File: src/core/apfs_map.vh
// Register map, field layout, function codes and timing constants of the aux pin selector.
`ifndef APFS_MAP_VH
`define APFS_MAP_VH

`define APFS_REG_CTRL 8'h00
`define APFS_REG_STATUS 8'h04
`define APFS_REG_BIT_DIV 8'h08
`define APFS_REG_GPIO_OUT 8'h0C
`define APFS_REG_GPIO_DIR 8'h10
`define APFS_REG_PIN_IN 8'h14
`define APFS_REG_FUNC_BASE 8'h20
`define APFS_REG_FUNC_LAST 8'h44

`define APFS_CTRL_CFG_LOADED 0
`define APFS_CTRL_SUSP_PD 1
`define APFS_STAT_CONFIGURED 0
`define APFS_STAT_SUSPEND 1
`define APFS_STAT_DRV_EN 2

`define APFS_CTRL_RST 2'h0
`define APFS_BIT_DIV_RST 16'h0364
`define APFS_GPIO_RST 10'h000
`define APFS_FUNC_RST 40'h00D0000000

`define APFS_FN_INPUT_PULLUP 4'h0
`define APFS_FN_LINE_DRV_EN 4'h1
`define APFS_FN_POWER_SWITCH_N 4'h2
`define APFS_FN_TX_LED_N 4'h3
`define APFS_FN_RX_LED_N 4'h4
`define APFS_FN_TRAFFIC_LED_N 4'h5
`define APFS_FN_SLEEP_N 4'h6
`define APFS_FN_CLK_FAST 4'h7
`define APFS_FN_CLK_HALF 4'h8
`define APFS_FN_CLK_QUARTER 4'h9
`define APFS_FN_DRIVE_HIGH 4'hA
`define APFS_FN_DRIVE_LOW 4'hB
`define APFS_FN_GPIO 4'hC
`define APFS_FN_INPUT_PULLDOWN 4'hD

`define APFS_PINS_COMMON 10'h37F
`define APFS_PINS_CLOCK 10'h361
`define APFS_PINS_GPIO 10'h360

`define APFS_REF_CLK_KHZ 100000
`define APFS_CLK_FAST_KHZ 30000
`define APFS_CLK_HALF_KHZ 15000
`define APFS_CLK_QUARTER_KHZ 7500
`define APFS_NCO_SCALE 65536

`define APFS_RESP_OKAY 2'h0
`define APFS_RESP_SLVERR 2'h2

`endif

File: src/core/apfs_drv_enable.v
// Transmit line driver enable sequencer with one bit period of lead time.
`timescale 1ns/1ps
`default_nettype none

module apfs_drv_enable #(
    parameter DIV_W = 16
) (
    // Clock and reset.
    input wire ref_clk,
    input wire sys_rst,
    // Bit period in clock cycles.
    input wire [DIV_W-1:0] bit_div,
    // Serial transmitter handshake.
    input wire tx_req,
    input wire tx_done,
    output reg tx_launch_q,
    // Driver enable level.
    output reg drv_en_q
);

localparam [2:0] ST_IDLE = 3'h1;
localparam [2:0] ST_LEAD = 3'h2;
localparam [2:0] ST_SEND = 3'h4;

reg [2:0] state_q;
reg [DIV_W-1:0] cnt_q;

always @(posedge ref_clk) begin
    if (sys_rst) begin
        state_q <= ST_IDLE;
        cnt_q <= {DIV_W{1'b0}};
        tx_launch_q <= 1'b0;
        drv_en_q <= 1'b0;
    end else begin
        tx_launch_q <= 1'b0;
        case (state_q)
            ST_IDLE: begin
                if (tx_req) begin
                    // The enable rises a full bit period before the start bit leaves.
                    drv_en_q <= 1'b1;
                    cnt_q <= bit_div;
                    state_q <= ST_LEAD;
                end
            end
            ST_LEAD: begin
                if (cnt_q <= {{(DIV_W-1){1'b0}}, 1'b1}) begin
                    tx_launch_q <= 1'b1;
                    state_q <= ST_SEND;
                end else begin
                    cnt_q <= cnt_q - {{(DIV_W-1){1'b0}}, 1'b1};
                end
            end
            ST_SEND: begin
                if (tx_done) begin
                    // Held until the transmitter reports the stop bit complete.
                    drv_en_q <= 1'b0;
                    state_q <= ST_IDLE;
                end
            end
            default: begin
                drv_en_q <= 1'b0;
                state_q <= ST_IDLE;
            end
        endcase
    end
end

endmodule
`default_nettype wire

File: src/core/apfs_top.v
// Auxiliary pin function selector with an AXI4-Lite register port.
//
// Behaviour
// - Pins follow configured function, default input pull-up.
// - Pin seven defaults to input pull-down.
// - Driver enable leads start bit, holds past stop.
// - Power switch low when configured, high suspended.
// - Transmit LED pulses low while sending.
// - Receive LED pulses low while receiving.
// - Traffic LED pulses low on either direction.
// - Sleep output low throughout USB suspend.
// - Clock outputs on pins 0,5,6,8,9; stop suspended.
// - Bit-bang GPIO only on pins 5,6,8,9.
// - Inputs pulled up; optional pull-down in suspend.
`timescale 1ns/1ps
`default_nettype none
`include "apfs_map.vh"

module apfs_top #(
    parameter ADDR_W = 8,
    parameter NPINS = 10,
    parameter DIV_W = 16
) (
    // Clock and reset.
    input wire ref_clk,
    input wire sys_rst,
    // AXI4-Lite write address channel.
    input wire [ADDR_W-1:0] s_axi_awaddr,
    input wire s_axi_awvalid,
    output reg s_axi_awready,
    // AXI4-Lite write data channel.
    input wire [31:0] s_axi_wdata,
    input wire [3:0] s_axi_wstrb,
    input wire s_axi_wvalid,
    output reg s_axi_wready,
    // AXI4-Lite write response channel.
    output reg [1:0] s_axi_bresp,
    output reg s_axi_bvalid,
    input wire s_axi_bready,
    // AXI4-Lite read address channel.
    input wire [ADDR_W-1:0] s_axi_araddr,
    input wire s_axi_arvalid,
    output reg s_axi_arready,
    // AXI4-Lite read data channel.
    output reg [31:0] s_axi_rdata,
    output reg [1:0] s_axi_rresp,
    output reg s_axi_rvalid,
    input wire s_axi_rready,
    // USB device state.
    input wire usb_configured,
    input wire usb_suspend,
    // Serial engine activity.
    input wire tx_char_req,
    input wire tx_stop_done,
    input wire tx_busy,
    input wire rx_busy,
    output wire tx_launch,
    // Auxiliary pads.
    input wire [NPINS-1:0] aux_pin_in,
    output reg [NPINS-1:0] aux_pin_out,
    output reg [NPINS-1:0] aux_pin_oe,
    output reg [NPINS-1:0] aux_pin_pull_up,
    output reg [NPINS-1:0] aux_pin_pull_down
);

////////////////////////////////////////////////////////////////////////////////

localparam integer STEP_FAST_I = (`APFS_CLK_FAST_KHZ * `APFS_NCO_SCALE) / `APFS_REF_CLK_KHZ;
localparam integer STEP_HALF_I = (`APFS_CLK_HALF_KHZ * `APFS_NCO_SCALE) / `APFS_REF_CLK_KHZ;
localparam integer STEP_QTR_I = (`APFS_CLK_QUARTER_KHZ * `APFS_NCO_SCALE) / `APFS_REF_CLK_KHZ;
localparam [15:0] STEP_FAST = STEP_FAST_I[15:0];
localparam [15:0] STEP_HALF = STEP_HALF_I[15:0];
localparam [15:0] STEP_QTR = STEP_QTR_I[15:0];
localparam [4*NPINS-1:0] FUNC_RST = `APFS_FUNC_RST;
localparam [NPINS-1:0] PINS_COMMON = `APFS_PINS_COMMON;
localparam [NPINS-1:0] PINS_CLOCK = `APFS_PINS_CLOCK;
localparam [NPINS-1:0] PINS_GPIO = `APFS_PINS_GPIO;

reg [1:0] ctrl_q;
reg [DIV_W-1:0] bit_div_q;
reg [NPINS-1:0] gpio_out_q;
reg [NPINS-1:0] gpio_dir_q;
reg [4*NPINS-1:0] func_q;
reg [NPINS-1:0] pin_meta_q;
reg [NPINS-1:0] pin_sync_q;
reg [15:0] acc_fast_q;
reg [15:0] acc_half_q;
reg [15:0] acc_qtr_q;
reg [ADDR_W-1:0] aw_addr_q;
reg aw_got_q;
reg [31:0] w_data_q;
reg [3:0] w_strb_q;
reg w_got_q;
reg [31:0] rd_mux;
reg rd_hit;
wire drv_en;
wire [4*NPINS-1:0] pin_next;
wire cfg_loaded = ctrl_q[`APFS_CTRL_CFG_LOADED];
wire susp_pd_en = ctrl_q[`APFS_CTRL_SUSP_PD];
wire do_write = aw_got_q & w_got_q & ~s_axi_bvalid;

////////////////////////////////////////////////////////////////////////////////

// Merge byte lanes of a write into a 16-bit field.
function [15:0] merge16;
    input [15:0] old_v;
    input [31:0] data;
    input [3:0] strb;
    begin
        merge16[7:0] = strb[0] ? data[7:0] : old_v[7:0];
        merge16[15:8] = strb[1] ? data[15:8] : old_v[15:8];
    end
endfunction

// Whether a function code may be used on a pin with the given availability bits.
function allowed;
    input [3:0] code;
    input common;
    input clock;
    input gpio;
    begin
        case (code)
            `APFS_FN_INPUT_PULLUP, `APFS_FN_INPUT_PULLDOWN: allowed = 1'b1;
            `APFS_FN_CLK_FAST, `APFS_FN_CLK_HALF, `APFS_FN_CLK_QUARTER,
            `APFS_FN_DRIVE_HIGH: allowed = clock;
            `APFS_FN_GPIO: allowed = gpio;
            default: allowed = common & (code <= `APFS_FN_DRIVE_LOW);
        endcase
    end
endfunction

// Pad drive for one pin as {oe, out, pull_up, pull_down}.
function [3:0] pin_drive;
    input [3:0] code;
    input gpio_out;
    input gpio_dir;
    input suspend;
    input configured;
    input pd_opt;
    input drv;
    input txb;
    input rxb;
    input ck_fast;
    input ck_half;
    input ck_qtr;
    reg in_pu;
    reg in_pd;
    begin
        // Input pulls flip to a gentle pull-down in suspend when the option is set.
        in_pd = pd_opt & suspend;
        in_pu = ~in_pd;
        case (code)
            `APFS_FN_LINE_DRV_EN: pin_drive = {1'b1, drv, 2'b00};
            `APFS_FN_POWER_SWITCH_N: pin_drive = {1'b1, ~(configured & ~suspend), 2'b00};
            `APFS_FN_TX_LED_N: pin_drive = {1'b1, ~txb, 2'b00};
            `APFS_FN_RX_LED_N: pin_drive = {1'b1, ~rxb, 2'b00};
            `APFS_FN_TRAFFIC_LED_N: pin_drive = {1'b1, ~(txb | rxb), 2'b00};
            `APFS_FN_SLEEP_N: pin_drive = {1'b1, ~suspend, 2'b00};
            `APFS_FN_CLK_FAST: pin_drive = {1'b1, ck_fast, 2'b00};
            `APFS_FN_CLK_HALF: pin_drive = {1'b1, ck_half, 2'b00};
            `APFS_FN_CLK_QUARTER: pin_drive = {1'b1, ck_qtr, 2'b00};
            `APFS_FN_DRIVE_HIGH: pin_drive = 4'hC;
            `APFS_FN_DRIVE_LOW: pin_drive = 4'h8;
            `APFS_FN_GPIO: begin
                if (gpio_dir) begin
                    pin_drive = {1'b1, gpio_out, 2'b00};
                end else begin
                    pin_drive = {2'b00, in_pu, in_pd};
                end
            end
            `APFS_FN_INPUT_PULLDOWN: pin_drive = 4'h1;
            default: pin_drive = {2'b00, in_pu, in_pd};
        endcase
    end
endfunction

////////////////////////////////////////////////////////////////////////////////

wire [15:0] gpio_out_m = merge16({6'h00, gpio_out_q}, w_data_q, w_strb_q);
wire [15:0] gpio_dir_m = merge16({6'h00, gpio_dir_q}, w_data_q, w_strb_q);
genvar gi;
generate
    for (gi = 0; gi < NPINS; gi = gi + 1) begin : g_pin
        wire [3:0] stored;
        wire [3:0] chosen;
        wire [3:0] code;
        wire [3:0] dflt;
        // Without loaded configuration memory the reset defaults stand in.
        assign dflt = FUNC_RST[4*gi +: 4];
        assign stored = func_q[4*gi +: 4];
        assign chosen = cfg_loaded ? stored : dflt;
        // An option the pin cannot carry falls back to a pulled-up input.
        assign code = allowed(chosen, PINS_COMMON[gi], PINS_CLOCK[gi],
            PINS_GPIO[gi]) ? chosen : `APFS_FN_INPUT_PULLUP;
        assign pin_next[4*gi +: 4] = pin_drive(code, gpio_out_q[gi], gpio_dir_q[gi],
            usb_suspend, usb_configured, susp_pd_en, drv_en, tx_busy, rx_busy,
            acc_fast_q[15], acc_half_q[15], acc_qtr_q[15]);
    end
endgenerate

////////////////////////////////////////////////////////////////////////////////

apfs_drv_enable #(
    .DIV_W(DIV_W)
) u_drv_enable (
    .ref_clk(ref_clk),
    .sys_rst(sys_rst),
    .bit_div(bit_div_q),
    .tx_req(tx_char_req),
    .tx_done(tx_stop_done),
    .tx_launch_q(tx_launch),
    .drv_en_q(drv_en)
);

// The clocks come from phase accumulators on the reference clock, so their
// edges jitter by one reference period; average frequency is exact enough for
// LED or logic use but not for a jitter-sensitive clock input.
always @(posedge ref_clk) begin
    if (sys_rst || usb_suspend) begin
        acc_fast_q <= 16'h0000;
        acc_half_q <= 16'h0000;
        acc_qtr_q <= 16'h0000;
    end else begin
        acc_fast_q <= acc_fast_q + STEP_FAST;
        acc_half_q <= acc_half_q + STEP_HALF;
        acc_qtr_q <= acc_qtr_q + STEP_QTR;
    end
end

integer k;
always @(posedge ref_clk) begin
    if (sys_rst) begin
        aux_pin_oe <= {NPINS{1'b0}};
        aux_pin_out <= {NPINS{1'b0}};
        aux_pin_pull_up <= {NPINS{1'b0}};
        aux_pin_pull_down <= {NPINS{1'b0}};
        pin_meta_q <= {NPINS{1'b0}};
        pin_sync_q <= {NPINS{1'b0}};
    end else begin
        for (k = 0; k < NPINS; k = k + 1) begin
            aux_pin_oe[k] <= pin_next[4*k+3];
            aux_pin_out[k] <= pin_next[4*k+2];
            aux_pin_pull_up[k] <= pin_next[4*k+1];
            aux_pin_pull_down[k] <= pin_next[4*k];
        end
        pin_meta_q <= aux_pin_in;
        pin_sync_q <= pin_meta_q;
    end
end

////////////////////////////////////////////////////////////////////////////////

integer m;
always @(posedge ref_clk) begin
    if (sys_rst) begin
        s_axi_awready <= 1'b1;
        s_axi_wready <= 1'b1;
        s_axi_bvalid <= 1'b0;
        s_axi_bresp <= `APFS_RESP_OKAY;
        aw_got_q <= 1'b0;
        w_got_q <= 1'b0;
        aw_addr_q <= {ADDR_W{1'b0}};
        w_data_q <= 32'h00000000;
        w_strb_q <= 4'h0;
        ctrl_q <= `APFS_CTRL_RST;
        bit_div_q <= `APFS_BIT_DIV_RST;
        gpio_out_q <= `APFS_GPIO_RST;
        gpio_dir_q <= `APFS_GPIO_RST;
        func_q <= `APFS_FUNC_RST;
    end else begin
        if (s_axi_awvalid && s_axi_awready) begin
            aw_addr_q <= s_axi_awaddr;
            aw_got_q <= 1'b1;
            s_axi_awready <= 1'b0;
        end
        if (s_axi_wvalid && s_axi_wready) begin
            w_data_q <= s_axi_wdata;
            w_strb_q <= s_axi_wstrb;
            w_got_q <= 1'b1;
            s_axi_wready <= 1'b0;
        end
        if (do_write) begin
            aw_got_q <= 1'b0;
            w_got_q <= 1'b0;
            s_axi_bvalid <= 1'b1;
            s_axi_bresp <= `APFS_RESP_OKAY;
            case (aw_addr_q)
                `APFS_REG_CTRL: ctrl_q <= w_strb_q[0] ? w_data_q[1:0] : ctrl_q;
                `APFS_REG_BIT_DIV: bit_div_q <= merge16(bit_div_q, w_data_q, w_strb_q);
                `APFS_REG_GPIO_OUT: gpio_out_q <= gpio_out_m[NPINS-1:0];
                `APFS_REG_GPIO_DIR: gpio_dir_q <= gpio_dir_m[NPINS-1:0];
                `APFS_REG_STATUS, `APFS_REG_PIN_IN: s_axi_bresp <= `APFS_RESP_OKAY;
                default: begin
                    s_axi_bresp <= `APFS_RESP_SLVERR;
                    for (m = 0; m < NPINS; m = m + 1) begin
                        if (aw_addr_q == `APFS_REG_FUNC_BASE + 4 * m) begin
                            s_axi_bresp <= `APFS_RESP_OKAY;
                            func_q[4*m +: 4] <= w_strb_q[0] ? w_data_q[3:0] : func_q[4*m +: 4];
                        end
                    end
                end
            endcase
        end
        if (s_axi_bvalid && s_axi_bready) begin
            s_axi_bvalid <= 1'b0;
            s_axi_awready <= 1'b1;
            s_axi_wready <= 1'b1;
        end
    end
end

integer n;
always @* begin
    rd_mux = 32'h00000000;
    rd_hit = 1'b1;
    case (s_axi_araddr)
        `APFS_REG_CTRL: rd_mux[1:0] = ctrl_q;
        `APFS_REG_STATUS: begin
            rd_mux[`APFS_STAT_CONFIGURED] = usb_configured;
            rd_mux[`APFS_STAT_SUSPEND] = usb_suspend;
            rd_mux[`APFS_STAT_DRV_EN] = drv_en;
        end
        `APFS_REG_BIT_DIV: rd_mux[DIV_W-1:0] = bit_div_q;
        `APFS_REG_GPIO_OUT: rd_mux[NPINS-1:0] = gpio_out_q;
        `APFS_REG_GPIO_DIR: rd_mux[NPINS-1:0] = gpio_dir_q;
        `APFS_REG_PIN_IN: rd_mux[NPINS-1:0] = pin_sync_q;
        default: begin
            rd_hit = 1'b0;
            for (n = 0; n < NPINS; n = n + 1) begin
                if (s_axi_araddr == `APFS_REG_FUNC_BASE + 4 * n) begin
                    rd_hit = 1'b1;
                    rd_mux[3:0] = func_q[4*n +: 4];
                end
            end
        end
    endcase
end

always @(posedge ref_clk) begin
    if (sys_rst) begin
        s_axi_arready <= 1'b1;
        s_axi_rvalid <= 1'b0;
        s_axi_rdata <= 32'h00000000;
        s_axi_rresp <= `APFS_RESP_OKAY;
    end else begin
        if (s_axi_arvalid && s_axi_arready) begin
            s_axi_arready <= 1'b0;
            s_axi_rvalid <= 1'b1;
            s_axi_rdata <= rd_mux;
            s_axi_rresp <= rd_hit ? `APFS_RESP_OKAY : `APFS_RESP_SLVERR;
        end
        if (s_axi_rvalid && s_axi_rready) begin
            s_axi_rvalid <= 1'b0;
            s_axi_arready <= 1'b1;
        end
    end
end

endmodule
`default_nettype wire
File: config.mk
export PLATFORM = sky130hd
export DESIGN_NAME = apfs_top
export DESIGN_NICKNAME = d
export VERILOG_FILES = /design/src/core/apfs_drv_enable.v /design/src/core/apfs_top.v
export VERILOG_INCLUDE_DIRS = /design/src /design/src/core
export SDC_FILE = /design/constraint.sdc
export NUM_CORES = 1
export LEC_CHECK = 0
export BUFFER_PORTS_ARGS = -buffer_cell sky130_fd_sc_hd__buf_2
export CAP_MARGIN = 15
export CORE_UTILIZATION = 35
export CTS_CLUSTER_SIZE = 16
export DETAILED_ROUTE_END_ITERATION = 7
export HOLD_SLACK_MARGIN = 0.05
export SYNTH_ARGS = -nofsm -noshare
export SYNTH_HDL_FRONTEND = slang
export SYNTH_SLANG_ARGS = --single-unit
File: constraint.sdc
create_clock -name ref_clk -period 2.55 [get_ports ref_clk]
set_clock_uncertainty 0.1 [all_clocks]
set_input_delay 0.3825 -clock ref_clk [delete_from_list [all_inputs] [get_ports ref_clk]]
set_output_delay 0.3825 -clock ref_clk [all_outputs]
set_load 0.03 [all_outputs]
Word-level counts from Yosys, hierarchy flattened --
Cells that the tools add are included. Widths: inputs -> output; s select.
Storage, ports and cells: output and inout port bits 82, bits of input ports 75, word-level logic and storage cells 452, flip-flop bits (word level) 260
Cells by class: magnitude comparators 10, reductions and logical operators 60, mux-type cells 99, $add $sub $neg 4, equality and inequality tests 222, bitwise operators 14
Operators by type and width (number):
- $pmux 4 s13 | 10
- $eq 4x4->1 const B | 106
- $eq 4x3->1 const B | 49
- $mux 4 | 40
- $eq 8x6->1 const B | 16
- $eq 4x2->1 const B | 20
- $eq 4x1->1 const B | 10
- $logic_not 4->1 | 10
- $reduce_and 4->1 | 10
- $le 4x4->1 const B | 9
- $eq 8x4->1 const B | 4
- $eq 8x5->1 const B | 4
- $eq 8x7->1 const B | 4
- $mux 16 | 2
- $pmux 16 s2 | 1
- $reduce_and 3->1 | 10
- $reduce_or 7->1 | 4
- $mux 2 | 12
- $pmux 6 s4 | 1
- $reduce_or 2->1 | 10
- $reduce_or 5->1 | 4
- $mux 1 | 19
- $reduce_or 6->1 | 3
- $add 16x13->16 const B | 1
- other kinds (25) | 50

Depth between registers and ports, before layout --
Gate-level depths: netlist of the first run.
word-level depth 13, depth in mapped cells 8, mapped depth without buffers 7

Hierarchy --
From an unflattened synthesis of the first run, not the netlist that was laid out.
Unflattened totals: cell total of the unflattened synthesis 1438, area total of the unflattened synthesis 12027.8 um^2
By module, submodules not included:
- apfs_top | times used 1, area each 10677.7 um^2, cells an instance 1262
- apfs_drv_enable | times used 1, area each 1350.0 um^2, cells an instance 176

Worst setup path before layout of the first run --
No wires, ideal clock.
path type register -> register, start point reg s_axi_bvalid, end point reg bit_div_q[6], setup slack 485 ps, data arrival time 1845 ps, clock period less this slack 2065 ps, buffers on the path 0, stages on the path, launching flop included 5, library setup time 120 ps, cell sequence dfxtp_1 nand3b_2 nor4_4 nand2_1 a211o_1
Between the ends: cells in the longest elaborated chain, start to end 3
Ends and longest elaborated chain:
- start: declaration | RTL line apfs_top.v:38 | output reg s_axi_bvalid,
- start signal: assignment | RTL line apfs_top.v:258 | s_axi_bvalid <= 1'b0;
- start signal: assignment | RTL line apfs_top.v:285 | s_axi_bvalid <= 1'b1;
- start signal: assignment | RTL line apfs_top.v:305 | s_axi_bvalid <= 1'b0;
- $not 1->1 | RTL line apfs_top.v:100 | wire do_write = aw_got_q & w_got_q & ~s_axi_bvalid;
- $and 1x1->1 | RTL line apfs_top.v:100
- $reduce_and 3->1 (no source line)
- end signal: assignment | RTL line apfs_top.v:266 | bit_div_q <= `APFS_BIT_DIV_RST;
- end signal: assignment | RTL line apfs_top.v:289 | `APFS_REG_BIT_DIV: bit_div_q <= merge16(bit_div_q, w_data_q, w_strb_q);
- end: declaration | RTL line apfs_top.v:80 | reg [DIV_W-1:0] bit_div_q;
Every way passes these cells. A chain may end at the register's enable or synchronous reset.

Worst setup path in the final report of the first run --
start point reg u_drv_enable.cnt_q[0], end point reg u_drv_enable.cnt_q[15]
Between the ends: cells in the longest elaborated chain, start to end 3, elaborated cells between the ends (all ways) 6
Ends and longest elaborated chain:
- start: declaration | RTL line apfs_drv_enable.v:26 | reg [DIV_W-1:0] cnt_q;
- start signal: assignment | RTL line apfs_drv_enable.v:31 | cnt_q <= {DIV_W{1'b0}};
- start signal: assignment | RTL line apfs_drv_enable.v:41 | cnt_q <= bit_div;
- start signal: assignment | RTL line apfs_drv_enable.v:50 | cnt_q <= cnt_q - {{(DIV_W-1){1'b0}}, 1'b1};
- $sub 16x1->16 / $le 16x1->1 (equally long branches) | RTL line apfs_drv_enable.v:50, apfs_drv_enable.v:46
- $mux 16 / $ne 2x2->1 (equally long branches)
- $pmux 16 s2 / $reduce_and 3->1 (equally long branches)
Parallel ways exist; a longest one is shown, timed or not. The select of a mux whose other input is x is not followed.

==> results of run 1 <==
==> per-layer routing <==
layer,vias up,GRT usage [%]
li1,5393,-
met1,5182,25.3
met2,352,31.2
met3,62,2.73
met4,0,5.88
met5,-,0
==> layout make-up <==
| class | count | area (um^2) | share of cell area (%) |
|---|---|---|---|
| Multi-Input combinational cell | 1069 | 6360 | 44.1 |
| Tap cell | 448 | 561 | 3.88 |
| Timing Repair Buffer | 198 | 1320 | 9.15 |
| Clock inverter | 10 | 139 | 0.962 |
| Sequential cell | 255 | 5100 | 35.4 |
| Clock buffer | 43 | 828 | 5.74 |
| Inverter | 30 | 113 | 0.780 |
==> worst max-delay path, stage by stage, from the launching register on <==
cell	delay [ps]
dfxtp_1	390
inv_1	90
ha_1	340
o211ai_1	370
o31a_1	170
buf_4	220
nor2_1	50
o2bb2a_1	280
==> cell usage after synthesis, types with 7 or more instances <==
cell      instances
nand2b_1         22
buf_4            19
a21oi_1         126
a22o_1            9
xor2_1           21
nand3b_1         10
o21ai_0          39
o211ai_1         13
a31oi_1          33
nand4_1          10
clkbuf_1         87
a211o_1           7
a22oi_1          15
nor2b_1          31
buf_2             9
and3_1           12
o21bai_1          9
nor2_1          152
buf_1            12
nor4_1           11
mux2_2            9
o21ai_1          11
nand3_1          65
nand2_1         198
nor3_1           29
or3_1            10
dfxtp_1         255
inv_1            30
xnor2_1          11
mux2i_1          55
==> worst paths after layout <==
check / start / endpoint
min: s_axi_awaddr[1] / aw_addr_q[1]
max: u_drv_enable.cnt_q[0] / u_drv_enable.cnt_q[15]
min reg2reg: pin_meta_q[3] / pin_sync_q[3]
max reg2reg: u_drv_enable.cnt_q[0] / u_drv_enable.cnt_q[15]
==> state kept, by name, indices dropped and copies added, names as in the netlist, 14 cells and up <==
register / flops
w_data_q: 16
bit_div_q: 16
acc_half_q: 15
s_axi_rdata: 16
acc_qtr_q: 16
u_drv_enable.cnt_q: 16
acc_fast_q: 14
func_q: 40
==> through the flow <==
step                      hold slack [ps]  area, um^2
final                                65.8       14400
after global routing                 53.0       14400
after CTS                            52.5       14400
after detailed placement              330       13100
after global placement                326       13100
after floorplan                       314       12100
==> power by group <==
group          internal (uW)  switching, uW  leakage (uW)
combinational            381            601       0.00315
clock                   2540           1640      0.000471
sequential              4110            151       0.00208
total                   7040           2390       0.00570
==> cell families (layout without fill, tap and decap cells) <==
logic type                 after synthesis  after routing
and+or+nand+nor                        602            602
AOI/OAI and AO/OA                      343            343
DFF                                    255            255
buffers and inverters                  159            281
muxes                                   67             67
xor gates and xnor gates                32             32
adders and majority gates                5              5
other                                    1             20
==> what timing repair did <==
action / in CTS / in global routing
hold buffers: 41 / 0
endpoints found under the hold margin: 40 / 0
resized for setup: 0 / 0
==> summary.txt, run 1 <==
Synthesis
  • Post-synthesis compound-gate area fraction: 18.3%
  • Mapped Cells: 1464
  • Main flop type after synthesis: dfxtp_1
  • Area fraction of the dominant cell type after synthesis: 42.3%
  • Mapped Area: 12100 um^2
  • Number of flops mapped to enable cells by yosys: 0
  • Ys Warns: 0
  • Adder-Cell Fraction of Synth Area: 0.518%
  • Largest family of logic cells by synthesized area: simple AND/OR/NAND/NOR gates
  • Sequential share of the synthesized area: 42.3%
  • Yosys cell types: 85
  • Post-synthesis mux area share: 5.96%
  • Synth area leader: dfxtp_1
  • Simple-gate area share of the yosys netlist: 24.8%
  • Synth area leaders: dfxtp_1 (42%), nand2_1 (6.2%), a21oi_1 (5.2%)
  • XOR/XNOR Fraction of Synth Area: 2.32%
  • Post-synth ARST share: 0%
  • Avg Synthesized Cell Area: 8.25 um^2
  • #FFs+latches synth: 255

Route
  • Drc violations: 0
  • Overall routed net length: 34100 um
  • Post-DR wirelength/cell: 16.6 um
  • Post-DR vias/cell: 5.35
  • Final ANT Viol Nets: 0
  • DRT iter0 DRCs: 850
  • Vias after detailed routing: 10989
  • DRT Pass-1 Iters: 5
  • Wl on met1: 15000 um
  • Wire length on met2: 15900 um
  • Uppermost layer routed: met4
  • Met3 WL: 2250 um

STA
  • Unrepaired setup endpoints after global routing: no
  • Setup ws final: 426 ps
  • Final setup violation count: 0
  • Fmax: 471 MHz
  • Final Hold Fails: 0
  • Max-slew headroom: 42.0%
  • Setup TNS: 0 ps
  • Final Max Tran Viols: 0
  • Worst-Margin Slew: 868 ps
  • Minimum clock period: 2120 ps
  • Fin crit share: 83.3%

Global routing
  • Pin count of the biggest net entering global routing: 88
  • GRT Overall Usage: 18.9%
  • Number of global-route vias before repair: 10029
  • Congestion Overflow GR: 0
  • Initial antenna violation count: 0
  • First-pass GRT wire length: 54100 um

Critical path
  • R2r setup slk: 430 ps
  • FF-to-FF path depth: 7
  • Crit Path Max Fanout: 15
  • Critical Path RT: 2890 ps
  • WS Path Type: flip-flop to flip-flop
  • CP Data Arrival Time: 2460 ps
  • Setup crit end kind: flip-flop
  • Crit start category: flip-flop

Die
  • Initial Util: 35.8%
  • Die Y-Extent: 188 um
  • Chip width: 188 um
  • Core area: 33700 um^2
  • Area of the die: 35200 um^2
  • Cell row count: 67
  • I/O pins: 157

Place
  • Port buffer count: 120
  • Cell total after placement: 1959
  • DP HPWL: 23900 um
  • Post-place setup slack: 161 ps
  • GP Congestion: 0.857

Cells and area
  • N_diodes: 0
  • Fin util: 42.8%
  • Post-Layout Cell Count: 2053
  • Commonest non-fill, non-tap cells in the layout: dfxtp_1 (255), nand2_1 (198), nor2_1 (152), a21oi_1 (126), buf_2 (119)
  • Commonest non-fill, non-tap cell in the layout: dfxtp_1
  • FILL cells: 3390
  • Layout cells sized above 1: 15.3%
  • P&R area growth vs syn: 19.5%
  • Nets: 1663

Power
  • Maximum vdd drop: 0.000638 V
  • Total power: 9430 uW
  • Leak: 0.00570 uW
  • Pwr/cell area: 653 nW/um^2

Hold path
  • WHS Path Cells: 3
  • Min-Delay Path Class: primary input to flip-flop

Clock tree
  • H-tree lvl count: 1
  • Clk slew on worst S/H paths: 60 ps
  • Setup bufs post-CTS: 0
  • Root buf cell: clkbuf_16
  • Clock Tree Buf Depth: 3
  • CTS buffer count: 29
  • Worst skew pair latency: 550 ps
  • CTS tree: built
  • Sink Count: 255

Run status
  • Status: complete, no violations

Job
  • Max Cap Viol: 0
Power figures use the tool's default switching activity.
==> run 2: changes to the inputs <==
- ABC_AREA: not set -> 1
- clock period: 2.55 -> 1.8 ns (I/O delays scaled with it)
==> run 2 against run 1 <==
  * Sequential share of layout area shrank 4.5 points
  * Largest power group unchanged
  * Non-clock buffer count grew 146
  * Critical path depth grew 6
  * Clock power grew 46%
  * First-iteration DRC count grew 5.1%
  * Largest cell class unchanged
  * Highest routed layer unchanged
  * Global-route usage grew 2.1 points
  * Area after synthesis grew 1.6%
  * Routed wire length grew 16%
  * Count of clock-buffer cells in the layout is the same
==> summary.txt, run 2 <==
Cells and area
  • P&R area growth vs syn: 35.1%
  • N_diodes: 0
  • Layout cells sized above 1: 25.4%
  • Design area: 16600 um^2
  • Top reg by flops: func_q
  • Commonest non-fill, non-tap cell in the layout: nand2_1
  • Max reg flops: 40
  • Nets: 2198
  • Commonest non-fill, non-tap cells in the layout: nand2_1 (292), dfxtp_1 (241), nor2_1 (218), inv_1 (202), buf_4 (169)

Hold path
  • Min-Delay Path Class: primary input to flip-flop

Synthesis
  • Synth area leader: dfxtp_1
  • Mapped Cells: 1794
  • Post-synth top cells: nand2_1 (314), dfxtp_1 (255), nor2_1 (252)
  • Post-synth ARST share: 0%
  • Top-count cell post-synth: nand2_1
  • Main flop type after synthesis: dfxtp_1
  • Mapped Area: 12300 um^2
  • Area fraction of the dominant cell type after synthesis: 41.6%
  • Ys Warns: 0
  • Sequential share of the synthesized area: 41.6%
  • Number of flops mapped to enable cells by yosys: 0
  • Avg Synthesized Cell Area: 6.84 um^2
  • #FFs+latches synth: 255
  • Yosys cell types: 49
  • Synth area leaders: dfxtp_1 (42%), nand2_1 (9.6%), nor2_1 (7.7%)

Global routing
  • Congestion Overflow GR: 0
  • GRT Overall Usage: 20.9%
  • Initial antenna violation count: 0
  • Number of global-route vias before repair: 11523
  • Pin count of the biggest net entering global routing: 73
  • First-pass GRT wire length: 60000 um

STA
  • Final Hold Fails: 0
  • Final Max Tran Viols: 0
  • Minimum clock period: 1780 ps
  • Final setup violation count: 0
  • Worst-Margin Slew: 540 ps
  • Fin crit share: 99.0%
  • Max-slew headroom: 63.5%
  • Fmax: 561 MHz
  • Unrepaired setup endpoints after global routing: yes
  • Setup TNS: 0 ps
  • Setup ws final: 18.3 ps

Critical path
  • WP buf/inv: 4
  • Critical Path RT: 2190 ps
  • Crit start category: flip-flop
  • Critical-path cell list: clkbuf_16, nand2_1, inv_2, nand2_2, nand2_4, inv_4, nand3_4, inv_4, nand3_1, nand2_1, nor2_2, nand3_1, a21oi_2
  • CP top delay family: simple AND/OR/NAND/NOR gates
  • WS Path Type: flip-flop to flip-flop
  • Crit Path Max Fanout: 6
  • Crit path largest cell delay: 420 ps
  • CP Data Arrival Time: 2170 ps
  • Setup crit end kind: flip-flop
  • CP max stage cell: dfxtp_4

Clock tree
  • Worst skew pair latency: 560 ps
  • Sink Count: 255
  • H-tree lvl count: 1
  • CTS buffer count: 30
  • CTS tree: built
  • Clk slew on worst S/H paths: 60 ps
  • Root buf cell: clkbuf_16
  • Clock Tree Buf Depth: 3

Power
  • Pint: 10500 uW
  • Flop pwr share: 42.2%
  • Leak: 0.00730 uW
  • Pwr/cell area: 884 nW/um^2
  • Clock share of power: 41.6%
  • Combinational share of power: 16.2%
  • Sw Share: 28.3%
  • Switching power: 4140 uW
  • Maximum vdd drop: 0.000707 V

Route
  • Met3 WL: 2490 um
  • Drc violations: 0
  • Uppermost layer routed: met4
  • Vias after detailed routing: 12827
  • Post-DR vias/cell: 4.94
  • Post-DR wirelength/cell: 15.3 um
  • DRT Pass-1 Iters: 5
  • Wire length on met2: 18100 um
  • Overall routed net length: 39700 um
  • DRT iter0 DRCs: 893
  • Final ANT Viol Nets: 0
  • Wl on met1: 18100 um

Place
  • GP Congestion: 0.950
  • Post-DP Area: 14500 um^2
  • DP HPWL: 28800 um
  • Port buffer count: 120
  • Post-place setup slack: -110 ps

Die
  • Chip width: 189 um
  • Area of the die: 35800 um^2
  • Initial Util: 35.5%
  • Die Y-Extent: 189 um
  • Cell row count: 68
  • I/O pins: 157
  • Core area: 34500 um^2

Run status
  • Status: complete, no violations

Job
  • Max Cap Viol: 0
-- run 2: cell count changes in the layout (fill, tap and decap cells not counted), sizes merged, moves of 31 or more --
cell and delta:
nor2b -31, nand2 +127, o21ai +113, nor2 +119, nand3 +65, buf +145
mux2i -54, inv +203
-- run 2: worst reg2reg max path, stage by stage (launching register included) --
cell	delay, ps
dfxtp_4	420
clkbuf_16	180
nand2_1	60
inv_2	60
nand2_2	70
nand2_4	120
inv_4	50
nand3_4	70
inv_4	50
nand3_1	60
nand2_1	70
nor2_2	150
nand3_1	110
a21oi_2	140
-- run 2: per-layer routing --
layer | track usage, % | vias up
met4 | 5.89 | 0
li1 | - | 6532
met3 | 3.91 | 59
met2 | 33.6 | 356
met1 | 28.6 | 5880
met5 | 0 | -
-- run 2: cells by family after synthesis --
family / Yosys count / synth area share, %
DFF: 255 / 41.6
buffers and inverters: 309 / 10.5
adders and majority gates: 5 / 0.510
other: 1 / 0.0306
muxes: 1 / 0.0816
xor gates and xnor gates: 9 / 0.642
and+or+nand+nor: 834 / 29.9
AOI/OAI and AO/OA: 380 / 16.8
-- run 2: what timing repair did --
| action | CTS | global route |
|---|---|---|
| endpoints found under the setup margin | 35 | 112 |
| pin swaps | 0 | 39 |
| cloned | 1 | 3 |
| hold endpoints to repair | 43 | 0 |
| hold buffers | 40 | 0 |
| gates resized for setup | 13 | 176 |
| buffers inserted | 1 | 15 |
-- run 2: area by class of cell --
class                   count  area, um^2
multi-input cells        1249        6450
well taps                 455         569
clock inverters            12         100
flip-flops and latches    255        5120
repair buffers            344        2530
repair inverters            1        7.51
inverters                 237         903
clock buffers              43         901
fillers                  3487       18000
-- run 2: power groups by stage --
stage	Combinational, uW	Sequential, uW	Clock [uW]
6_report	2380	6180	6090
5_1_grt	2630	6220	6460
4_1_cts	2160	6150	6230
3_5_place_dp	2060	6270	0
3_3_place_gp	2030	6260	0
2_1_floorplan	1270	6300	0
-- run 2: worst paths after layout --
| path | startpoint | to | depth (start not counted) | slack (ps) |
|---|---|---|---|---|
| worst max register to register | ctrl_q[0] | aux_pin_pull_down[2] | 13 | 20 |
| worst max-delay path | ctrl_q[0] | aux_pin_pull_down[2] | 13 | 20 |
| worst min-delay path | s_axi_arvalid | s_axi_arready | 5 | 110 |
| worst min register to register | acc_qtr_q[0] | acc_qtr_q[0] | 1 | 290 |
-- run 2: stage by stage --
stage	total power [uW]	util, %	instances	hold WS [ps]
2_1_floorplan	7570	-	1813	277
3_3_place_gp	8290	41.9	2481	301
3_5_place_dp	8330	41.9	2481	301
4_1_cts	14500	46.1	2578	85.6
5_1_grt	15300	48.0	2596	103
6_report	14700	48.0	2596	107
